<file path="src/rtl/adc_pkg.sv">
// Purpose: Shared constants and types for the converter register block.
// Assumes: 32-bit AXI4-Lite, one aligned word per register.
// Notes:   Registers hold up to 8 bits in the low byte; upper bits read zero.
package adc_pkg;
  localparam logic [7:0] OFS_RES_HI  = 8'h00;
  localparam logic [7:0] OFS_RES_LO  = 8'h04;
  localparam logic [7:0] OFS_CMP_HI  = 8'h08;
  localparam logic [7:0] OFS_CMP_LO  = 8'h0C;
  localparam logic [7:0] OFS_CFG     = 8'h10;
  localparam logic [7:0] OFS_PINSEL  = 8'h14;
  localparam logic [7:0] OFS_STATUS  = 8'h18;
  localparam logic [7:0] OFS_CMPCTL  = 8'h1C;

  localparam logic [7:0] RST_BYTE    = 8'h00;
  localparam int         FLAG_BIT    = 7;
  localparam int         CMP_EN_BIT  = 5;
  localparam int         CMP_GT_BIT  = 4;

  localparam logic [1:0] MODE_8      = 2'h0;
  localparam logic [1:0] MODE_12     = 2'h1;
  localparam logic [1:0] MODE_10     = 2'h2;

  localparam logic [1:0] RESP_OKAY   = 2'h0;
  localparam logic [1:0] RESP_SLVERR = 2'h2;

  typedef struct packed {
    logic       low_power_select;
    logic [1:0] clock_divide_select;
    logic       long_sample_select;
    logic [1:0] conversion_mode;
    logic [1:0] input_clock_select;
  } cfg_t;
endpackage

</file>
<file path="src/rtl/adc_result_compare_config.sv">
// Purpose: Result, compare, configuration and pin control registers.
// Assumes: conv_done and conv_data come from the converter on clk.
// Notes:   pin_in is asynchronous and passes a three-stage synchroniser.
//
// Our own choices: the AXI4-Lite slave port and the register offsets.
`timescale 1ns/1ps
module adc_result_compare_config #(
  parameter int PINS = 8
) (
  input  wire logic              clk,
  input  wire logic              resetn,
  input  wire logic [7:0]        s_axi_awaddr,
  input  wire logic              s_axi_awvalid,
  output logic                   s_axi_awready,
  input  wire logic [31:0]       s_axi_wdata,
  input  wire logic [3:0]        s_axi_wstrb,
  input  wire logic              s_axi_wvalid,
  output logic                   s_axi_wready,
  output logic [1:0]             s_axi_bresp,
  output logic                   s_axi_bvalid,
  input  wire logic              s_axi_bready,
  input  wire logic [7:0]        s_axi_araddr,
  input  wire logic              s_axi_arvalid,
  output logic                   s_axi_arready,
  output logic [31:0]            s_axi_rdata,
  output logic [1:0]             s_axi_rresp,
  output logic                   s_axi_rvalid,
  input  wire logic              s_axi_rready,
  input  wire logic              conv_done,
  input  wire logic [11:0]       conv_data,
  output adc_pkg::cfg_t          converter_config,
  output logic                   compare_enable,
  output logic                   compare_greater_select,
  output logic                   conversion_complete_flag,
  input  wire logic [PINS-1:0]   port_out,
  input  wire logic [PINS-1:0]   port_oe,
  input  wire logic [PINS-1:0]   port_pullup,
  input  wire logic [PINS-1:0]   pin_in,
  output logic [PINS-1:0]        pin_out,
  output logic [PINS-1:0]        pin_oe,
  output logic [PINS-1:0]        pin_pullup_en,
  output logic [PINS-1:0]        port_read
);
  logic [7:0]      aw_addr_reg;
  logic            aw_have_reg;
  logic [7:0]      w_data_reg;
  logic            w_strb0_reg;
  logic            w_have_reg;
  logic [3:0]      res_hi_reg;
  logic [7:0]      res_lo_reg;
  logic [3:0]      cmp_hi_reg;
  logic [7:0]      cmp_lo_reg;
  logic [PINS-1:0] pin_sel_reg;
  logic            lock_reg;
  logic [PINS-1:0] sync1_reg;
  logic [PINS-1:0] sync2_reg;
  logic [PINS-1:0] sync3_reg;
  logic [PINS-1:0] pin_stable_reg;
  logic            wr_do;
  logic            rd_do;
  logic            rd_hi;
  logic            rd_lo;
  logic            st_wr;
  logic            lock_eff;
  logic [11:0]     res_m;
  logic [11:0]     cmp_m;
  logic            cmp_true;
  logic [11:0]     diff;
  logic [11:0]     store;
  logic            accept;
  logic            upd;
  logic [7:0]      rd_mux;
  logic            rd_ok;
  logic            is8;

  assign is8      = converter_config.conversion_mode == adc_pkg::MODE_8;
  assign wr_do    = aw_have_reg && w_have_reg && !s_axi_bvalid;
  assign rd_do    = s_axi_arvalid && s_axi_arready;
  assign rd_hi    = rd_do && s_axi_araddr == adc_pkg::OFS_RES_HI;
  assign rd_lo    = rd_do && s_axi_araddr == adc_pkg::OFS_RES_LO;
  assign st_wr    = wr_do && aw_addr_reg == adc_pkg::OFS_STATUS;
  assign lock_eff = lock_reg && !is8;

  // Mask the raw result and compare value to the selected width.
  always_comb begin
    case (converter_config.conversion_mode)
      adc_pkg::MODE_8: begin
        res_m = {4'h0, conv_data[7:0]};
        cmp_m = {4'h0, cmp_lo_reg};
      end
      adc_pkg::MODE_10: begin
        res_m = {2'h0, conv_data[9:0]};
        cmp_m = {2'h0, cmp_hi_reg[1:0], cmp_lo_reg};
      end
      default: begin
        res_m = conv_data;
        cmp_m = {cmp_hi_reg, cmp_lo_reg};
      end
    endcase
  end

  assign cmp_true = compare_greater_select ? (res_m >= cmp_m) : (res_m < cmp_m);
  assign diff     = res_m + ~cmp_m + 12'h001;
  assign accept   = conv_done && (!compare_enable || cmp_true);
  // A result high read in the same cycle, outside 8-bit mode, blocks the update so the pair stays coherent.
  assign upd      = accept && !lock_eff && !(rd_hi && !is8);

  always_comb begin
    store = compare_enable ? diff : res_m;
    case (converter_config.conversion_mode)
      adc_pkg::MODE_8:  store[11:8]  = 4'h0;
      adc_pkg::MODE_10: store[11:10] = 2'h0;
      default:          store[11:8]  = store[11:8];
    endcase
  end

  always_ff @(posedge clk) begin
    if (!resetn) begin
      res_hi_reg <= 4'h0;
      res_lo_reg <= adc_pkg::RST_BYTE;
    end else if (upd) begin
      res_hi_reg <= store[11:8];
      res_lo_reg <= store[7:0];
    end
  end

  always_ff @(posedge clk) begin
    if (!resetn) begin
      lock_reg <= 1'b0;
    end else if (rd_lo) begin
      lock_reg <= 1'b0;
    end else if (rd_hi && !is8) begin
      lock_reg <= 1'b1;
    end
  end

  // Setting wins over clearing so no completion is lost.
  always_ff @(posedge clk) begin
    if (!resetn) begin
      conversion_complete_flag <= 1'b0;
    end else if (accept) begin
      conversion_complete_flag <= 1'b1;
    end else if (rd_lo || st_wr) begin
      conversion_complete_flag <= 1'b0;
    end
  end

  // Write address and data channels, taken in either order.
  always_ff @(posedge clk) begin
    if (!resetn) begin
      aw_have_reg   <= 1'b0;
      aw_addr_reg   <= 8'h00;
      s_axi_awready <= 1'b0;
    end else if (s_axi_awvalid && s_axi_awready) begin
      aw_have_reg   <= 1'b1;
      aw_addr_reg   <= s_axi_awaddr;
      s_axi_awready <= 1'b0;
    end else if (wr_do) begin
      aw_have_reg   <= 1'b0;
    end else if (!aw_have_reg && !s_axi_bvalid) begin
      s_axi_awready <= 1'b1;
    end
  end

  always_ff @(posedge clk) begin
    if (!resetn) begin
      w_have_reg   <= 1'b0;
      w_data_reg   <= 8'h00;
      w_strb0_reg  <= 1'b0;
      s_axi_wready <= 1'b0;
    end else if (s_axi_wvalid && s_axi_wready) begin
      w_have_reg   <= 1'b1;
      w_data_reg   <= s_axi_wdata[7:0];
      w_strb0_reg  <= s_axi_wstrb[0];
      s_axi_wready <= 1'b0;
    end else if (wr_do) begin
      w_have_reg   <= 1'b0;
    end else if (!w_have_reg && !s_axi_bvalid) begin
      s_axi_wready <= 1'b1;
    end
  end

  always_ff @(posedge clk) begin
    if (!resetn) begin
      s_axi_bvalid <= 1'b0;
      s_axi_bresp  <= adc_pkg::RESP_OKAY;
    end else if (wr_do) begin
      s_axi_bvalid <= 1'b1;
      s_axi_bresp  <= (aw_addr_reg > adc_pkg::OFS_CMPCTL || aw_addr_reg[1:0] != 2'h0) ?
                      adc_pkg::RESP_SLVERR : adc_pkg::RESP_OKAY;
    end else if (s_axi_bready) begin
      s_axi_bvalid <= 1'b0;
    end
  end

  // Writable registers; result and status words ignore write data.
  always_ff @(posedge clk) begin
    if (!resetn) begin
      cmp_hi_reg             <= 4'h0;
      cmp_lo_reg             <= adc_pkg::RST_BYTE;
      converter_config       <= adc_pkg::cfg_t'(adc_pkg::RST_BYTE);
      pin_sel_reg            <= '0;
      compare_enable         <= 1'b0;
      compare_greater_select <= 1'b0;
    end else if (wr_do && w_strb0_reg) begin
      case (aw_addr_reg)
        adc_pkg::OFS_CMP_HI: cmp_hi_reg <= w_data_reg[3:0];
        adc_pkg::OFS_CMP_LO: cmp_lo_reg <= w_data_reg;
        adc_pkg::OFS_CFG: begin
          converter_config <= adc_pkg::cfg_t'(w_data_reg);
        end
        adc_pkg::OFS_PINSEL: pin_sel_reg <= w_data_reg[PINS-1:0];
        adc_pkg::OFS_CMPCTL: begin
          compare_enable         <= w_data_reg[adc_pkg::CMP_EN_BIT];
          compare_greater_select <= w_data_reg[adc_pkg::CMP_GT_BIT];
        end
        default: cmp_lo_reg <= cmp_lo_reg;
      endcase
    end
  end

  always_comb begin
    rd_mux = 8'h00;
    rd_ok  = 1'b1;
    case (s_axi_araddr)
      adc_pkg::OFS_RES_HI: rd_mux = {4'h0, res_hi_reg};
      adc_pkg::OFS_RES_LO: rd_mux = res_lo_reg;
      adc_pkg::OFS_CMP_HI: rd_mux = {4'h0, cmp_hi_reg};
      adc_pkg::OFS_CMP_LO: rd_mux = cmp_lo_reg;
      adc_pkg::OFS_CFG:    rd_mux = converter_config;
      adc_pkg::OFS_PINSEL: rd_mux = pin_sel_reg;
      adc_pkg::OFS_STATUS: rd_mux[adc_pkg::FLAG_BIT] = conversion_complete_flag;
      adc_pkg::OFS_CMPCTL: begin
        rd_mux[adc_pkg::CMP_EN_BIT] = compare_enable;
        rd_mux[adc_pkg::CMP_GT_BIT] = compare_greater_select;
      end
      default: rd_ok = 1'b0;
    endcase
  end

  always_ff @(posedge clk) begin
    if (!resetn) begin
      s_axi_arready <= 1'b0;
      s_axi_rvalid  <= 1'b0;
      s_axi_rdata   <= 32'h00000000;
      s_axi_rresp   <= adc_pkg::RESP_OKAY;
    end else if (rd_do) begin
      s_axi_arready <= 1'b0;
      s_axi_rvalid  <= 1'b1;
      s_axi_rdata   <= {24'h000000, rd_mux};
      s_axi_rresp   <= rd_ok ? adc_pkg::RESP_OKAY : adc_pkg::RESP_SLVERR;
    end else if (s_axi_rvalid && s_axi_rready) begin
      s_axi_rvalid  <= 1'b0;
    end else if (!s_axi_rvalid) begin
      s_axi_arready <= 1'b1;
    end
  end

  // Pin synchroniser; a level counts once stages two and three agree.
  always_ff @(posedge clk) begin
    if (!resetn) begin
      sync1_reg      <= '0;
      sync2_reg      <= '0;
      sync3_reg      <= '0;
      pin_stable_reg <= '0;
    end else begin
      sync1_reg      <= pin_in;
      sync2_reg      <= sync1_reg;
      sync3_reg      <= sync2_reg;
      pin_stable_reg <= (sync2_reg & sync3_reg) | (pin_stable_reg & (sync2_reg ^ sync3_reg));
    end
  end

  always_ff @(posedge clk) begin
    if (!resetn) begin
      pin_out       <= '0;
      pin_oe        <= '0;
      pin_pullup_en <= '0;
      port_read     <= '0;
    end else begin
      pin_out       <= port_out & ~pin_sel_reg;
      pin_oe        <= port_oe & ~pin_sel_reg;
      pin_pullup_en <= port_pullup & ~pin_sel_reg;
      port_read     <= pin_stable_reg & ~pin_sel_reg;
    end
  end

  mode8_hi_zero_a: assert property (@(posedge clk) disable iff (!resetn)
    upd && is8 |=> res_hi_reg == 4'h0)
    else $error("result high not zero in 8-bit mode");

  mode10_top_a: assert property (@(posedge clk) disable iff (!resetn)
    upd && converter_config.conversion_mode == adc_pkg::MODE_10 |=> res_hi_reg[3:2] == 2'h0)
    else $error("result bits 11:10 not zero in 10-bit mode");

  locked_hold_a: assert property (@(posedge clk) disable iff (!resetn)
    conv_done && lock_eff |=> $stable(res_lo_reg) && $stable(res_hi_reg))
    else $error("locked result changed");

  cmp_false_a: assert property (@(posedge clk) disable iff (!resetn)
    conv_done && compare_enable && !cmp_true |=> $stable(res_lo_reg) && !$rose(conversion_complete_flag))
    else $error("failed compare updated result");

  cmp_diff_a: assert property (@(posedge clk) disable iff (!resetn)
    upd && compare_enable && is8 |=> res_lo_reg == $past(conv_data[7:0] - cmp_lo_reg))
    else $error("compare difference wrong");

  mode8_free_a: assert property (@(posedge clk) disable iff (!resetn)
    conv_done && is8 && !compare_enable ##0 is8 |=> res_lo_reg == $past(conv_data[7:0]))
    else $error("8-bit result not stored");

  hi_lock_a: assert property (@(posedge clk) disable iff (!resetn)
    rd_hi && !is8 |=> lock_reg ##1 (lock_reg || $past(rd_lo)))
    else $error("result high read did not lock");

  flag_clear_a: assert property (@(posedge clk) disable iff (!resetn)
    (rd_lo || st_wr) && !accept |=> !conversion_complete_flag)
    else $error("complete flag not cleared");

  flag_set_a: assert property (@(posedge clk) disable iff (!resetn)
    accept |=> conversion_complete_flag)
    else $error("complete flag not set");

  pin_off_a: assert property (@(posedge clk) disable iff (!resetn)
    pin_sel_reg[0] |=> !pin_oe[0] && !pin_pullup_en[0] && !port_read[0])
    else $error("selected pin still under port control");

  lo_unlock_a: assert property (@(posedge clk) disable iff (!resetn)
    rd_lo |=> !lock_reg)
    else $error("result low read did not unlock");

  hi_store_a: assert property (@(posedge clk) disable iff (!resetn)
    upd && !compare_enable && converter_config.conversion_mode == adc_pkg::MODE_12 |=>
    res_hi_reg == $past(conv_data[11:8]))
    else $error("12-bit result high wrong");

  lo_store_a: assert property (@(posedge clk) disable iff (!resetn)
    upd && !compare_enable |=> res_lo_reg == $past(conv_data[7:0]))
    else $error("result low does not hold low result bits");

  rdata_zero_a: assert property (@(posedge clk) disable iff (!resetn)
    s_axi_rvalid |-> s_axi_rdata[31:8] == 24'h000000)
    else $error("unused read data bits not zero");

  cfg_write_a: assert property (@(posedge clk) disable iff (!resetn)
    wr_do && w_strb0_reg && aw_addr_reg == adc_pkg::OFS_CFG |=>
    converter_config == adc_pkg::cfg_t'($past(w_data_reg)))
    else $error("configuration write not stored");

  pinsel_write_a: assert property (@(posedge clk) disable iff (!resetn)
    wr_do && w_strb0_reg && aw_addr_reg == adc_pkg::OFS_PINSEL |=> pin_sel_reg == $past(w_data_reg[PINS-1:0]))
    else $error("pin select write not stored");

  cmp8_low_a: assert property (@(posedge clk) disable iff (!resetn)
    conv_done && is8 && compare_enable && !compare_greater_select && conv_data[7:0] >= cmp_lo_reg |=>
    $stable(res_lo_reg))
    else $error("8-bit compare on low bits wrong");
endmodule

</file>
<file path="config.mk">
export PLATFORM = sky130hd
export DESIGN_NAME = adc_result_compare_config
export DESIGN_NICKNAME = d
export VERILOG_FILES = /design/src/rtl/adc_pkg.sv /design/src/rtl/adc_result_compare_config.sv
export SDC_FILE = /design/constraint.sdc
export NUM_CORES = 1
export LEC_CHECK = 0
export ABC_CLOCK_PERIOD_IN_PS = 2800
export BUFFER_PORTS_ARGS = -buffer_cell sky130_fd_sc_hd__clkbuf_2
export CAP_MARGIN = 25
export CORE_MARGIN = 3
export CORE_UTILIZATION = 46
export CTS_CLUSTER_SIZE = 12
export DETAILED_ROUTE_END_ITERATION = 7
export PLACE_DENSITY = 0.88
export REMOVE_ABC_BUFFERS = 1
export SETUP_SLACK_MARGIN = 0.5
export SLEW_MARGIN = 0
export SYNTH_ARGS = -nofsm -noshare
export SYNTH_HDL_FRONTEND = slang
export SYNTH_SLANG_ARGS = --single-unit
</file>
<file path="constraint.sdc">
create_clock -name clk -period 2.8 [get_ports clk]
set_input_delay 0.28 -clock clk [delete_from_list [all_inputs] [get_ports clk]]
set_output_delay 0.28 -clock clk [all_outputs]
set_load 0.03 [all_outputs]
</file>
==> reports/qor.csv <==
stage,metric,value,unit
pwr,Pleak,3.567,nW
sta,Max-Slew Margin vs Limit,0.6253,
sta,worst hold slack,68.14,ps
critical_path,R2R depth,12,
critical_path,kind of critical path,flip-flop to flip-flop,
grt,first-pass GRT wire length,24290,µm
cts,TritonCTS Buffers,17,
critical_path,crit-path cells,or2_4 -> and2_4 -> ha_4 -> nand3_2 -> a21o_4 -> a211oi_4 -> nor4_4 -> a311oi_4 -> buf_4 -> buf_6 -> nand4_1 -> o21ai_1,
synth,post-synthesis cell type count,62,
sta,RSZ-0062 raised after global routing,true,
cts,Max H-tree Level,4,
drt,final wirelength,15980,µm
critical_path,"setup slack, reg-to-reg",360,ps
critical_path,crit path launch type,flip-flop,
sta,Worst Max-Slew Pin Slew,557.8,ps
layout,n_diodes,0,
synth,Post-Syn Area,6071,µm²
sta,fmax,0.4103,GHz
grt,gr usage total,0.2097,
critical_path,Worst Setup End Kind,flip-flop,
critical_path,data required time of the worst path,3140,ps
pwr,PwrDens,612.4,nW/µm²
floorplan,row count,41,
critical_path,largest stage delay on the critical path,320,ps
synth,top_reg_cell synth,dfxtp_1,
sta,Final Slew Violations,0,
cts,CTS tree,done,
min_path,hold_sp,port_pullup[5],
layout,Final nets,947,
critical_path,slowest cell on the critical path,dfxtp_2,
drt,Initial DRT Pass Iterations,5,
min_path,hold path endpoint,pin_pullup_en[5],
layout,share of cells above drive strength 1,0.3146,
synth,Synth async-reset ratio,0,
floorplan,Core Area,12770,µm²
floorplan,# IOs,188,
floorplan,overall die area,14610,µm²
grt,GRT overflow,0,
drt,drt drc,0,
drt,number of vias in the routed layout,5351,
sta,Layout Skew,8.286,ps
critical_path,R2R Path End,res_hi_reg[0],
synth,Post-Synthesis Cells,667,
synth,Seq cells post-synth,142,
cts,clk_lat worst skew,410,ps
critical_path,CP top delay family,compound AO/OA/AOI/OAI gates,
drt,drt initial violations,423,
floorplan,Die W,120.9,µm
sta,fin crit share,0.8704,
run,maxcap violations,0,
layout,P&R area growth vs syn,31.33,%
min_path,hold depth,2,
cts,CTS sink count,142,
min_path,Hold Path Class,input pin to flip-flop,
drt,DRT antenna net count,0,
floorplan,Initial Util,0.4753,
run_status,outcome,"finished, final reports clean",
drt,Avg WL per Cell,15.85,µm
cts,clk slew on worst S/H paths,60,ps
sta,final worst path period need,2437,ps
sta,Fin. Hold Viols,0,
critical_path,Bufs and invs on worst path,2,
synth,syn avg cell area,9.102,µm²
synth,sequential share of the synthesized area,0.4683,
sta,final-report setup violation count,0,
critical_path,CP Data Arrival Time,2780,ps
drt,vias per cell,5.309,
grt,vias in the first global route,4953,
place,GP Congestion,0.8898,
place,port buffer count,134,
place,hpwl dp,10810,µm
cts,clock buffer depth,2,
floorplan,chip height,120.9,µm
critical_path,r2r startpoint,converter_config[3],
critical_path,"critical path fanouts, max",7,
grt,largest net degree at the start of global routing,59,
grt,initial antenna violation count,0,
synth,Yosys warnings,0,
place,placed cell areas,6853,µm²
pwr,IR Drop Worst-Case VDD,451.6,µV
layout,design area,7973,µm²
cts,clock root buffer master,clkbuf_16,
synth,number of synthesized flops with an enable pin,0,
[metrics by stage]
stage               utilization  power (mW)  setup WS (ps)  cells  TNS, ps
floorplan                     -       2.459         -137.3    635   -881.2
global placement         0.5365       2.617          98.73    956        0
detailed placement       0.5365       2.629         -13.36    956   -13.36
CTS                      0.6117       4.883          432.3   1000        0
global route             0.6242       5.052          316.7   1008        0
finish                   0.6242       4.883          362.9   1008        0
[synth_stat cells (all sizes together) (2+ instances only)]
library cell    n  area share
a2111oi         2      0.0039
a211oi          6      0.0091
a21oi          43       0.035
a22o            3      0.0043
a22oi           8      0.0099
a311oi          5       0.010
a31oi           4      0.0041
a32oi           5      0.0072
and2           62       0.064
and3            2      0.0021
buf            34       0.039
clkbuf         23       0.014
dfxtp         142        0.47
ha             19       0.039
inv            26       0.016
mux2i          34       0.056
mux4            3       0.011
nand2          54       0.033
nand2b          9      0.0093
nand3          12      0.0099
nand3b          3      0.0037
nand4           3      0.0031
nor2           79       0.049
nor2b           5      0.0052
nor3           10      0.0082
nor3b           3      0.0037
nor4            3      0.0031
o21a            5      0.0062
o21ai          24       0.020
o2bb2ai         2      0.0029
o31ai           3      0.0037
or2             2      0.0021
or4             2      0.0025
xnor2           4      0.0058
xor2            4      0.0058
[report_power, final]
part	switching [mW]	internal, mW	total [mW]
logic	0.317	0.188	0.505
clock network	0.840	1.39	2.24
registers	0.0501	2.09	2.14
[what timing repair did]
action / CTS / global route
cloned: 1 / 0
pin swaps: 15 / 11
hold buffers: 0 / 0
setup buffers: 11 / 8
resized for setup: 52 / 30
setup endpoints to repair: 17 / 26
[worst reg2reg max path, cell delays in order, from the launching register on]
cell and delay (ps):
dfxtp_2 320, or2_4 250, and2_4 150, ha_4 280, nand3_2 70, a21o_4 220
a211oi_4 240, nor4_4 70, a311oi_4 270, buf_4 180, buf_6 120, nand4_1 100
o21ai_1 110
[layer usage]
metal / track usage / vias up / wire length (µm)
li1: - / 2553 / -
met2: 0.3373 / 266 / 7736
met1: 0.2674 / 2481 / 6348
met4: 0.09703 / 0 / 440
met3: 0.04848 / 51 / 1454
met5: 0 / - / 0
[cell families (layout without fill, tap and decap cells)]
group / after synthesis / after routing / synth area share
mux: 37 / 37 / 0.06719
buf+inv: 83 / 227 / 0.06925
simple gates: 251 / 251 / 0.2020
compound gates: 125 / 125 / 0.1387
other cells: 1 / 26 / 0.0006177
fa+ha+maj: 20 / 20 / 0.04246
xor+xnor: 8 / 8 / 0.01154
flops: 142 / 142 / 0.4683
[final cells by class]
| class | instances | area [µm²] |
|---|---|---|
| clock buffers | 17 | 425.4 |
| clock inverters | 15 | 171.4 |
| fillers | 1036 | 4801 |
| inverters | 26 | 97.59 |
| multi-input cells | 467 | 3239 |
| flip-flops and latches | 142 | 2851 |
| well taps | 172 | 215.2 |
| repair buffers | 169 | 972.2 |
[how the worst max path moves through the flow]
stage	start	endpoint	slack (ps)	depth (start not counted)
2_1_floorplan	converter_config[2]	res_lo_reg[2]	-140	10
3_3_place_gp	converter_config[2]	res_lo_reg[5]	100	11
3_5_place_dp	converter_config[2]	res_lo_reg[5]	-10	11
4_1_cts	cmp_lo_reg[0]	res_lo_reg[5]	430	10
5_1_grt	cmp_lo_reg[1]	res_hi_reg[3]	320	11
6_report	converter_config[3]	res_hi_reg[0]	360	12
[placed cells by master, fill, tap and decap left out, types with 4 or more instances in the layout]
cell type	netlist	layout
a211oi_1	4	4
a21oi_1	43	41
a22oi_1	8	8
a311oi_1	4	4
a31oi_1	4	4
and2_1	62	59
buf_4	26	27
buf_6	1	7
clkbuf_16	0	17
clkbuf_2	0	134
clkinv_2	0	5
clkinvlp_4	0	4
conb_1	1	26
dfxtp_1	142	137
dfxtp_2	0	4
ha_1	19	9
ha_4	0	7
inv_1	26	23
mux2i_1	34	34
nand2_1	54	51
nand2b_1	9	6
nand3_1	12	11
nor2_1	79	78
nor3_1	10	7
o21a_1	5	5
o21ai_0	23	15
o21ai_1	1	4
o21ai_2	0	5
xnor2_1	4	4
xor2_1	4	4
No activity file was read; power rests on OpenSTA's default activity.
